$ cat src/swdt_pkg.sv
/*
  constants, register map and carrier types for the smbus watchdog.
  assumes a 50 mhz system clock.
*/
package swdt_pkg;
  // ----------------------------------------------------------------
  // clock and timing
  // ----------------------------------------------------------------
  localparam int CLK_HZ = 50_000_000;
  localparam int CLK_NS = 20;
  localparam int PW_1MS_US = 1000;
  localparam int PW_20MS_US = 20000;
  localparam int PW_100MS_US = 100000;
  localparam int PW_4S_US = 4000000;
  localparam int PW_1MS_CYC = PW_1MS_US * 1000 / CLK_NS;
  localparam int PW_20MS_CYC = PW_20MS_US * 1000 / CLK_NS;
  localparam int PW_100MS_CYC = PW_100MS_US * 1000 / CLK_NS;
  localparam int PW_4S_CYC = PW_4S_US / CLK_NS * 1000;
  localparam int SEC_PER_MIN = 60;
  // ----------------------------------------------------------------
  // smbus addressing and map
  // ----------------------------------------------------------------
  localparam logic [6:0] ADDR_WEAK = 7'h4e; // 8-bit 0x9c
  localparam logic [6:0] ADDR_STRONG = 7'h37; // 8-bit 0x6e
  localparam logic [7:0] IDX_PIN_FUNC = 8'h03;
  localparam logic [7:0] IDX_WD_CTRL = 8'h36;
  localparam logic [7:0] IDX_WD_COUNT = 8'h37;
  localparam logic [7:0] CTRL_RESET = 8'h00;
  localparam logic [7:0] COUNT_RESET = 8'h00;
  localparam logic [7:0] PINF_RESET = 8'h00;
  // control field positions
  localparam int CB_RSVD = 7;
  localparam int CB_FLAG = 6;
  localparam int CB_EN = 5;
  localparam int CB_STYLE = 4;
  localparam int CB_UNIT = 3;
  localparam int CB_POL = 2;
  localparam int CB_PW_HI = 1;
  localparam int CB_PW_LO = 0;
  localparam int PF_HI = 1;
  localparam int PF_LO = 0;
  localparam logic [1:0] PF_GPIO = 2'h0;
  localparam logic [1:0] PF_LAMP = 2'h1;

  typedef enum logic [4:0] {
    ST_IDLE = 5'h01,
    ST_ADDR = 5'h02,
    ST_CMD = 5'h04,
    ST_WDATA = 5'h08,
    ST_RDATA = 5'h10
  } swdt_bus_e;

  typedef struct packed {
    logic [7:0] pin_function_select_a;
    logic [7:0] watchdog_control;
    logic [7:0] watchdog_timeout_count;
  } swdt_regs_s;
endpackage

$ cat src/swdt_top.sv
/*
  smbus watchdog: smbus byte-data slave, three registers, a
  second/minute watchdog and its expiry output on a shared pin.
  assumes scl/sda arrive asynchronously, open drain, and that the
  bus clock is much slower than mclk.
*/
`timescale 1ns/10ps
// Function
// - expiry sets timeout_flag; writing one clears it, zero leaves it
// - enabled timer times timeout_count units, 1 to 255; a count of 0 times one unit
// - output_style 0 holds a level, 1 gives one pulse
// - time_unit_select 0 counts seconds, 1 counts minutes
// - output_polarity 1 asserts high, 0 asserts low
// - pulse length select: 1 ms, 20 ms, 100 ms or 4 s
// - control bit 7 reads zero, writes ignored
// - pin function 00 gpio, 01 lamp, 10/11 expiry output
// - smbus address 0x9c with weak strap, 0x6e with strong pull-up
// - control and count reset to zero, timer disabled
// - control and count are read/write standby registers
module swdt_top import swdt_pkg::*; #(
  parameter int TICK_CYC = CLK_HZ,
  parameter int PW_LONG_CYC = PW_4S_CYC
) (
  input wire logic MCLK,
  input wire logic RST,
  input wire logic SCL,
  input wire logic SDA_IN,
  output logic SDA_OUT,
  output logic SDA_OE,
  input wire logic ADDR_STRAP,
  input wire logic GPIO_OUT_DATA,
  input wire logic LAMP_DATA,
  output logic MULTI_PIN,
  output logic EXPIRY_OUTPUT,
  output logic TIMEOUT_FLAG
);
  if (TICK_CYC < 2 || PW_LONG_CYC < 2) begin : g_bad_counts
    $error("swdt_top: counts too small");
  end
  // strap synchroniser refills for two edges after reset
  localparam logic [1:0] STRAP_SETTLE = 2'h2;
  localparam logic [1:0] STRAP_DONE = 2'h3;

  // ----------------------------------------------------------------
  // state
  // ----------------------------------------------------------------
  typedef struct packed {
    logic [1:0] scl_s;
    logic [1:0] sda_s;
    logic [1:0] strap_s;
    logic scl_d;
    logic sda_d;
    logic [6:0] my_addr;
    logic [1:0] strap_wait;
    swdt_bus_e bst;
    logic [3:0] bitn;
    logic [7:0] sh;
    logic rd;
    logic ack;
    logic sda_drv;
    logic [7:0] idx;
    swdt_regs_s regs;
    logic [31:0] tick;
    logic [5:0] subcnt;
    logic [7:0] remain;
    logic asserted;
    logic [31:0] pcnt;
    logic pulsed;
  } swdt_state_s;

  swdt_state_s s_r, s_nxt;

  logic scl_rise, scl_fall, start_c, stop_c, sda_v, scl_v;
  logic [7:0] ctrl, rdata;
  logic [31:0] pw_cyc;
  logic unit_end, expire, cnt_wr, ctrl_wr, pw_done;
  logic [7:0] wval;

  assign ctrl = s_r.regs.watchdog_control;
  assign scl_v = s_r.scl_s[1];
  assign sda_v = s_r.sda_s[1];
  assign scl_rise = scl_v && !s_r.scl_d;
  assign scl_fall = !scl_v && s_r.scl_d;
  assign start_c = scl_v && s_r.scl_d && s_r.sda_d && !sda_v;
  assign stop_c = scl_v && s_r.scl_d && !s_r.sda_d && sda_v;

  // ----------------------------------------------------------------
  // register read mux
  // ----------------------------------------------------------------
  always_comb begin
    case (s_r.idx)
      IDX_PIN_FUNC: rdata = s_r.regs.pin_function_select_a;
      IDX_WD_CTRL: rdata = {1'b0, ctrl[6:0]};
      IDX_WD_COUNT: rdata = s_r.regs.watchdog_timeout_count;
      default: rdata = 8'h00;
    endcase
  end

  always_comb begin
    case (ctrl[CB_PW_HI:CB_PW_LO])
      2'h0: pw_cyc = PW_1MS_CYC;
      2'h1: pw_cyc = PW_20MS_CYC;
      2'h2: pw_cyc = PW_100MS_CYC;
      default: pw_cyc = PW_LONG_CYC;
    endcase
  end

  assign wval = {s_r.sh[6:0], sda_v};
  // a write commits at the eighth rising edge of the data byte
  assign cnt_wr = scl_rise && s_r.bst == ST_WDATA && s_r.bitn == 4'h7
    && s_r.idx == IDX_WD_COUNT;
  assign ctrl_wr = scl_rise && s_r.bst == ST_WDATA && s_r.bitn == 4'h7
    && s_r.idx == IDX_WD_CTRL;
  assign unit_end = s_r.tick == 32'(TICK_CYC - 1)
    && (!ctrl[CB_UNIT] || s_r.subcnt == 6'(SEC_PER_MIN - 1));
  assign expire = ctrl[CB_EN] && !s_r.asserted && unit_end
    && s_r.remain <= 8'h01;
  // pcnt runs 0 to pw_cyc - 1 while active: exactly pw_cyc cycles
  assign pw_done = s_r.pcnt >= pw_cyc;

  // ----------------------------------------------------------------
  // next state
  // ----------------------------------------------------------------
  always_comb begin
    s_nxt = s_r;
    s_nxt.scl_s = {s_r.scl_s[0], SCL};
    s_nxt.sda_s = {s_r.sda_s[0], SDA_IN};
    s_nxt.strap_s = {s_r.strap_s[0], ADDR_STRAP};
    s_nxt.scl_d = scl_v;
    s_nxt.sda_d = sda_v;
    // strap caught once, only after its synchroniser holds the pin level
    if (s_r.strap_wait != STRAP_DONE) begin
      s_nxt.strap_wait = s_r.strap_wait + 2'h1;
      if (s_r.strap_wait == STRAP_SETTLE)
        s_nxt.my_addr = s_r.strap_s[1] ? ADDR_STRONG : ADDR_WEAK;
    end

    // smbus byte-data slave
    if (start_c) begin
      s_nxt.bst = ST_ADDR;
      s_nxt.bitn = 4'h0;
      s_nxt.sda_drv = 1'b0;
    end else if (stop_c) begin
      s_nxt.bst = ST_IDLE;
      s_nxt.sda_drv = 1'b0;
    end else if (s_r.bst != ST_IDLE) begin
      if (scl_rise && s_r.bitn < 4'h8) begin
        s_nxt.sh = wval;
        s_nxt.bitn = s_r.bitn + 4'h1;
      end
      if (scl_fall) begin
        s_nxt.sda_drv = 1'b0;
        if (s_r.bitn == 4'h8) begin
          // ack slot begins
          case (s_r.bst)
            ST_ADDR: s_nxt.ack = s_r.sh[7:1] == s_r.my_addr;
            ST_RDATA: s_nxt.ack = 1'b0;
            default: s_nxt.ack = 1'b1;
          endcase
          s_nxt.sda_drv = s_r.bst == ST_ADDR ? s_r.sh[7:1] == s_r.my_addr
            : s_r.bst != ST_RDATA;
          s_nxt.rd = s_r.bst == ST_ADDR ? s_r.sh[0] : s_r.rd;
          s_nxt.bitn = 4'h9;
        end else if (s_r.bitn == 4'h9) begin
          s_nxt.bitn = 4'h0;
          case (s_r.bst)
            ST_ADDR: begin
              if (!s_r.ack)
                s_nxt.bst = ST_IDLE;
              else if (s_r.rd) begin
                s_nxt.bst = ST_RDATA;
                s_nxt.sh = rdata;
                s_nxt.sda_drv = !rdata[7];
              end else
                s_nxt.bst = ST_CMD;
            end
            ST_CMD: begin
              s_nxt.idx = s_r.sh;
              s_nxt.bst = ST_WDATA;
            end
            ST_WDATA: s_nxt.bst = ST_WDATA;
            default: s_nxt.bst = ST_IDLE;
          endcase
        end else if (s_r.bst == ST_RDATA) begin
          s_nxt.sda_drv = !s_r.sh[7];
        end
      end
      if (s_r.bst == ST_RDATA && scl_rise && s_r.bitn < 4'h8)
        s_nxt.sh = {s_r.sh[6:0], 1'b0};
    end

    // register writes
    if (scl_rise && s_r.bst == ST_WDATA && s_r.bitn == 4'h7) begin
      case (s_r.idx)
        IDX_PIN_FUNC: s_nxt.regs.pin_function_select_a = wval;
        IDX_WD_CTRL: begin
          s_nxt.regs.watchdog_control = {1'b0, ctrl[CB_FLAG],
            wval[5:0]};
          if (wval[CB_FLAG])
            s_nxt.regs.watchdog_control[CB_FLAG] = 1'b0;
        end
        IDX_WD_COUNT: s_nxt.regs.watchdog_timeout_count = wval;
        default: s_nxt.idx = s_r.idx;
      endcase
    end

    // ----------------------------------------------------------------
    // timer
    // ----------------------------------------------------------------
    if (!ctrl[CB_EN] || cnt_wr || (ctrl_wr && !ctrl[CB_EN])) begin
      // reload on enable edge or count write
      s_nxt.tick = 32'h0;
      s_nxt.subcnt = 6'h0;
      s_nxt.remain = cnt_wr ? wval : s_r.regs.watchdog_timeout_count;
      if (cnt_wr || !ctrl[CB_EN])
        s_nxt.asserted = 1'b0;
    end else if (!s_r.asserted) begin
      if (s_r.tick == 32'(TICK_CYC - 1)) begin
        s_nxt.tick = 32'h0;
        s_nxt.subcnt = (unit_end || !ctrl[CB_UNIT]) ? 6'h0
          : s_r.subcnt + 6'h1;
        if (unit_end && s_r.remain != 8'h0)
          s_nxt.remain = s_r.remain - 8'h1;
      end else
        s_nxt.tick = s_r.tick + 32'h1;
      // zero count expires at the first unit boundary
      if (expire) begin
        s_nxt.asserted = 1'b1;
        s_nxt.pcnt = 32'h0;
        s_nxt.pulsed = 1'b0;
      end
    end else if (ctrl[CB_STYLE]) begin
      // latch the end so a wider width chosen later cannot re-open it
      if (pw_done)
        s_nxt.pulsed = 1'b1;
      else
        s_nxt.pcnt = s_r.pcnt + 32'h1;
    end

    // set wins over the clear
    if (expire)
      s_nxt.regs.watchdog_control[CB_FLAG] = 1'b1;
  end

  // ----------------------------------------------------------------
  // registers
  // ----------------------------------------------------------------
  always_ff @(posedge MCLK or posedge RST) begin
    if (RST) begin
      s_r <= '0;
      s_r.scl_s <= 2'h3;
      s_r.sda_s <= 2'h3;
      s_r.scl_d <= 1'b1;
      s_r.sda_d <= 1'b1;
      s_r.bst <= ST_IDLE;
      s_r.my_addr <= ADDR_WEAK;
      s_r.regs.watchdog_control <= CTRL_RESET;
      s_r.regs.watchdog_timeout_count <= COUNT_RESET;
      s_r.regs.pin_function_select_a <= PINF_RESET;
    end else begin
      s_r <= s_nxt;
    end
  end

  // ----------------------------------------------------------------
  // outputs
  // ----------------------------------------------------------------
  logic active;
  // pulse mode: active only while the width counter runs
  assign active = s_r.asserted
    && (!ctrl[CB_STYLE] || (!s_r.pulsed && !pw_done));
  assign EXPIRY_OUTPUT = ctrl[CB_POL] ? active : !active;
  assign TIMEOUT_FLAG = ctrl[CB_FLAG];
  assign SDA_OUT = 1'b0;
  assign SDA_OE = s_r.sda_drv;

  always_comb begin
    case (s_r.regs.pin_function_select_a[PF_HI:PF_LO])
      PF_GPIO: MULTI_PIN = GPIO_OUT_DATA;
      PF_LAMP: MULTI_PIN = LAMP_DATA;
      default: MULTI_PIN = EXPIRY_OUTPUT;
    endcase
  end
endmodule // swdt_top

$ cat config.mk
export PLATFORM = sky130hd
export DESIGN_NAME = swdt_top
export DESIGN_NICKNAME = d
export VERILOG_FILES = /design/src/swdt_pkg.sv /design/src/swdt_top.sv
export SDC_FILE = /design/constraint.sdc
export NUM_CORES = 1
export LEC_CHECK = 0
export BUFFER_PORTS_ARGS = -buffer_cell sky130_fd_sc_hd__buf_2
export CORE_MARGIN = 3
export CORE_UTILIZATION = 50
export CTS_CLUSTER_DIAMETER = 200
export DETAILED_ROUTE_END_ITERATION = 16
export PLACE_DENSITY = 0.69
export REMOVE_ABC_BUFFERS = 1
export SLEW_MARGIN = 25
export SYNTH_ARGS = -nofsm -noshare
export SYNTH_HDL_FRONTEND = slang
export SYNTH_SLANG_ARGS = --single-unit
$ cat constraint.sdc
create_clock -name MCLK -period 5.3 [get_ports MCLK]
set_input_delay 0 -clock MCLK [delete_from_list [all_inputs] [get_ports MCLK]]
set_output_delay 0 -clock MCLK [all_outputs]
set_load 0.02 [all_outputs]
==> flow_metrics.env <==
export IMPL_worst_setup_path_end_kind="flip-flop"
export IMPL_synth_edf_count=0
export IMPL_die_area_um2=17800
export IMPL_synthFlopType="dfrtp_1"
export IMPL_crit_top_cell="ha_1"
export IMPL_cts_made_buffers=17
export IMPL_min_path_type="input pin to flip-flop"
export IMPL_path_cells="ha_1, inv_1, o21ai_0, ha_1, nand4b_1, nor4_1, o32ai_1, a2111oi_0, o21a_2, buf_4, nor2_1, a211oi_1"
export IMPL_drv_cap=0
export IMPL_coreArea_um2=15500
export IMPL_grtUsageMet3_pct=4.83
export IMPL_drt_wl_total_um=19800
export IMPL_power_mw=2.53
export IMPL_syn2layout_area_growth_pct=10.3
export IMPL_final_min_clock_period_ps=3860
export IMPL_n_antenna_cell=0
export IMPL_grt_start_max_net_pins=105
export IMPL_slowest_stage="a2111oi_0"
export IMPL_grt_busiest_layer="met2"
export IMPL_ys_warn_count=0
export IMPL_ir_worst_vdd_uv=220
export IMPL_cts_setup_buffers=0
export IMPL_cp_arrival_ps=4200
export IMPL_synth_area_mux_share_pct=4.40
export IMPL_ctsHtreeMaxLevel=4
export IMPL_grt_pass1_vias=6641
export IMPL_portBuffers=10
export IMPL_fp_dieH_um=133
export IMPL_critical_path_max_fanout=33
export IMPL_cts_tree="done"
export IMPL_synth_top_family_by_area="simple AND/OR/NAND/NOR gates"
export IMPL_synth_area_um2=8110
export IMPL_root_buffer="clkbuf_16"
export IMPL_drc=0
export IMPL_reg2reg_setup_slack_ps=1440
export IMPL_p_per_area_nw_per_um2=283
export IMPL_async_reset_ff_share_pct=100
export IMPL_tightest_slew_ps=909
export IMPL_ios=12
export IMPL_drive_above_1_share_pct=13.2
export IMPL_antenna_found_initial=0
export IMPL_syn_area_per_cell_um2=9.41
export IMPL_cp_required_ps=5640
export IMPL_grt_util_all_layers_pct=22.7
export IMPL_critPathKind="flip-flop to flip-flop"
export IMPL_drv_slew=0
export IMPL_ys_seq_area_share_pct=44.3
export IMPL_status="complete, no violations"
export IMPL_synthSimpleGateAreaFrac_pct=24.0
export IMPL_synth_xor_area_share_pct=1.73
export IMPL_met1_usage_pct=30.8
export IMPL_wl_per_cell_um=18.2
export IMPL_place_congestion=0.956
export IMPL_cts_num_sinks=143
export IMPL_ys_ff_latch=143
export IMPL_fin_crit_sh_pct=72.9
export IMPL_grt_pass1_wl_um=33000
export IMPL_finalSetupViolCount=0
export IMPL_cts_clk_slew_worst_paths_ps=70
export IMPL_design_final_nets=903
export IMPL_post_dp_hpwl_um=13400
export IMPL_rsz0062_at_grt="false"
export IMPL_synthDistinctLibCells=73
export IMPL_synth_compound_area_share_pct=17.4
export IMPL_rr_worst_depth=12
export IMPL_firstDrtPassIters=7
export IMPL_hold_end="s_nxt[146]$_DFF_PP1_"
export IMPL_syn_inst=862
export IMPL_cp_slowest_stage_delay_ps=790
export IMPL_slew_headroom_pct=38.9
export IMPL_start_util_pct=52.2
export IMPL_cp_start_kind="flip-flop"
export IMPL_tns_ps=0
export IMPL_clk_path_buf_depth=2
export IMPL_max_freq_mhz=259
export IMPL_hold_violations=0
export IMPL_synthAdderAreaFrac_pct=4.94
export IMPL_first_iter_violations=629
export IMPL_hold_depth=2
export IMPL_grt_overflow=0
export IMPL_fillers=1320
export IMPL_ctsResizeCount=0
export IMPL_vias=6910
export IMPL_postRouteAntennaNets=0
export IMPL_routed_via_density=6.35
export IMPL_rr_startpoint="ctrl[1]$_DFFE_PP0P_"
export IMPL_met2_usage_pct=36.7
export IMPL_cellLeakagePower_nw=3.81
export IMPL_r2r_end="s_r[5]$_DFFE_PP0P_"
export IMPL_die_w_um=133
export IMPL_finClkSkew_ps=11.5
export IMPL_clock_latency_ps=430
export IMPL_min_delay_start="SDA_IN"
export IMPL_rows=45
==> kinds of logic (layout without fill, tap and decap cells) <==
| family | Yosys count | count (layout) |
|---|---|---|
| xor+xnor | 16 | 16 |
| mux | 32 | 32 |
| simple gates | 357 | 357 |
| buf+inv | 65 | 80 |
| fa+ha+maj | 32 | 32 |
| other cells | 1 | 1 |
| flops | 143 | 143 |
| compound gates | 216 | 216 |
==> metrics by stage <==
stage / instance area, um^2 / util [%] / hold slack, ps / instances / setup WS (ps)
2_1_floorplan: 7950 / - / 4.48 / 824 / 777
3_3_place_gp: 8320 / 53.6 / 104 / 1052 / 1570
3_5_place_dp: 8330 / 53.6 / 106 / 1052 / 1190
4_1_cts: 8940 / 57.5 / 197 / 1088 / 1150
5_1_grt: 8940 / 57.6 / 216 / 1088 / 1150
6_report: 8940 / 57.6 / 213 / 1088 / 1440
==> state kept, by name, indices dropped and copies added, names as in the netlist <==
register,flops
ctrl,7
s_nxt,5
s_r,130
SDA_OE,1
==> placed cells by master (no fill, tap or decap), drive strengths merged, types with 6 or more instances in the layout <==
cell and n:
nor4 12, nand2 97, buf 17, mux2 29, or3 17, o31ai 32
dfrtp 135, ha 32, a21oi 55, or4 25, o22ai 6, a22o 6
nand4b 9, nand4 21, o21ai 58, and3 19, dfstp 8, nand3 36
inv 36, nor3 17, nor2 54, and2 11, nor3b 6, clkbuf 17
or2 8, xnor2 14
==> power by group <==
part / internal, mW / switching (mW)
clock network: 0.624 / 0.539
logic: 0.0595 / 0.0999
registers: 1.14 / 0.0735
total: 1.82 / 0.712
==> worst max-delay path, delay by kind of cell (launching register included) <==
kind,cells,cell delay [ps]
flops,1,440
fa+ha+maj,2,530
simple gates,3,390
compound gates,5,1880
buf+inv,2,510
==> routing by layer <==
metal / wire, um / up-vias
met3: 1070 / 38
met4: 337 / 0
met2: 9600 / 232
met5: 0 / -
met1: 8800 / 3420
li1: - / 3220
==> how the worst max path moves through the flow <==
stage / to / startpoint / slack [ps] / depth (start not counted)
2_1_floorplan: s_r[17]$_DFFE_PP0P_ / s_nxt[142]$_DFF_PP1_ / 780 / 7
3_3_place_gp: s_r[5]$_DFFE_PP0P_ / ctrl[1]$_DFFE_PP0P_ / 1570 / 12
3_5_place_dp: s_r[5]$_DFFE_PP0P_ / ctrl[1]$_DFFE_PP0P_ / 1190 / 12
4_1_cts: s_r[5]$_DFFE_PP0P_ / ctrl[1]$_DFFE_PP0P_ / 1150 / 12
5_1_grt: s_r[9]$_DFFE_PP0P_ / ctrl[1]$_DFFE_PP0P_ / 1150 / 12
6_report: s_r[5]$_DFFE_PP0P_ / ctrl[1]$_DFFE_PP0P_ / 1440 / 12
==> cell usage after synthesis (4+ instances only) <==
| cell | n | area share (%) |
|---|---|---|
| dfrtp_1 | 135 | 42 |
| nand2_1 | 97 | 4.5 |
| o21ai_0 | 58 | 3.6 |
| a21oi_1 | 54 | 3.3 |
| nor2_1 | 54 | 2.5 |
| nand3_1 | 35 | 2.2 |
| clkbuf_1 | 32 | 1.5 |
| ha_1 | 32 | 4.9 |
| o31ai_1 | 31 | 2.9 |
| mux2_2 | 29 | 4.0 |
| inv_1 | 26 | 1.2 |
| or4_1 | 23 | 2.1 |
| nand4_1 | 21 | 1.6 |
| and3_1 | 19 | 1.5 |
| or3_1 | 17 | 1.3 |
| nor3_1 | 16 | 0.99 |
| xnor2_1 | 14 | 1.5 |
| nor4_1 | 12 | 0.93 |
| and2_1 | 11 | 0.85 |
| nand4b_1 | 9 | 0.97 |
| dfstp_2 | 8 | 2.6 |
| or2_2 | 8 | 0.62 |
| a22o_1 | 6 | 0.65 |
| nor3b_1 | 6 | 0.56 |
| o22ai_1 | 6 | 0.46 |
| a21o_1 | 5 | 0.46 |
| and4_1 | 5 | 0.54 |
| o21a_1 | 5 | 0.46 |
| a222oi_1 | 4 | 0.49 |
| a22oi_1 | 4 | 0.37 |
| a31oi_1 | 4 | 0.31 |
| nand3b_1 | 4 | 0.37 |
| o21ba_2 | 4 | 0.49 |
==> timing repair <==
item,CTS,global route
hold buffers,4,0
hold endpoints to repair,101,0
endpoints found under the setup margin,0,0
==> final cells by class <==
cell class | instances | area [um^2] | share of cell area (%)
multi-input cells | 654 | 4270 | 47.8
flip-flops and latches | 143 | 3590 | 40.1
clock buffers | 17 | 425 | 4.76
well taps | 211 | 264 | 2.95
clock inverters | 15 | 143 | 1.59
repair buffers | 21 | 143 | 1.59
inverters | 27 | 109 | 1.22
No activity file was read; power rests on OpenSTA's default activity.
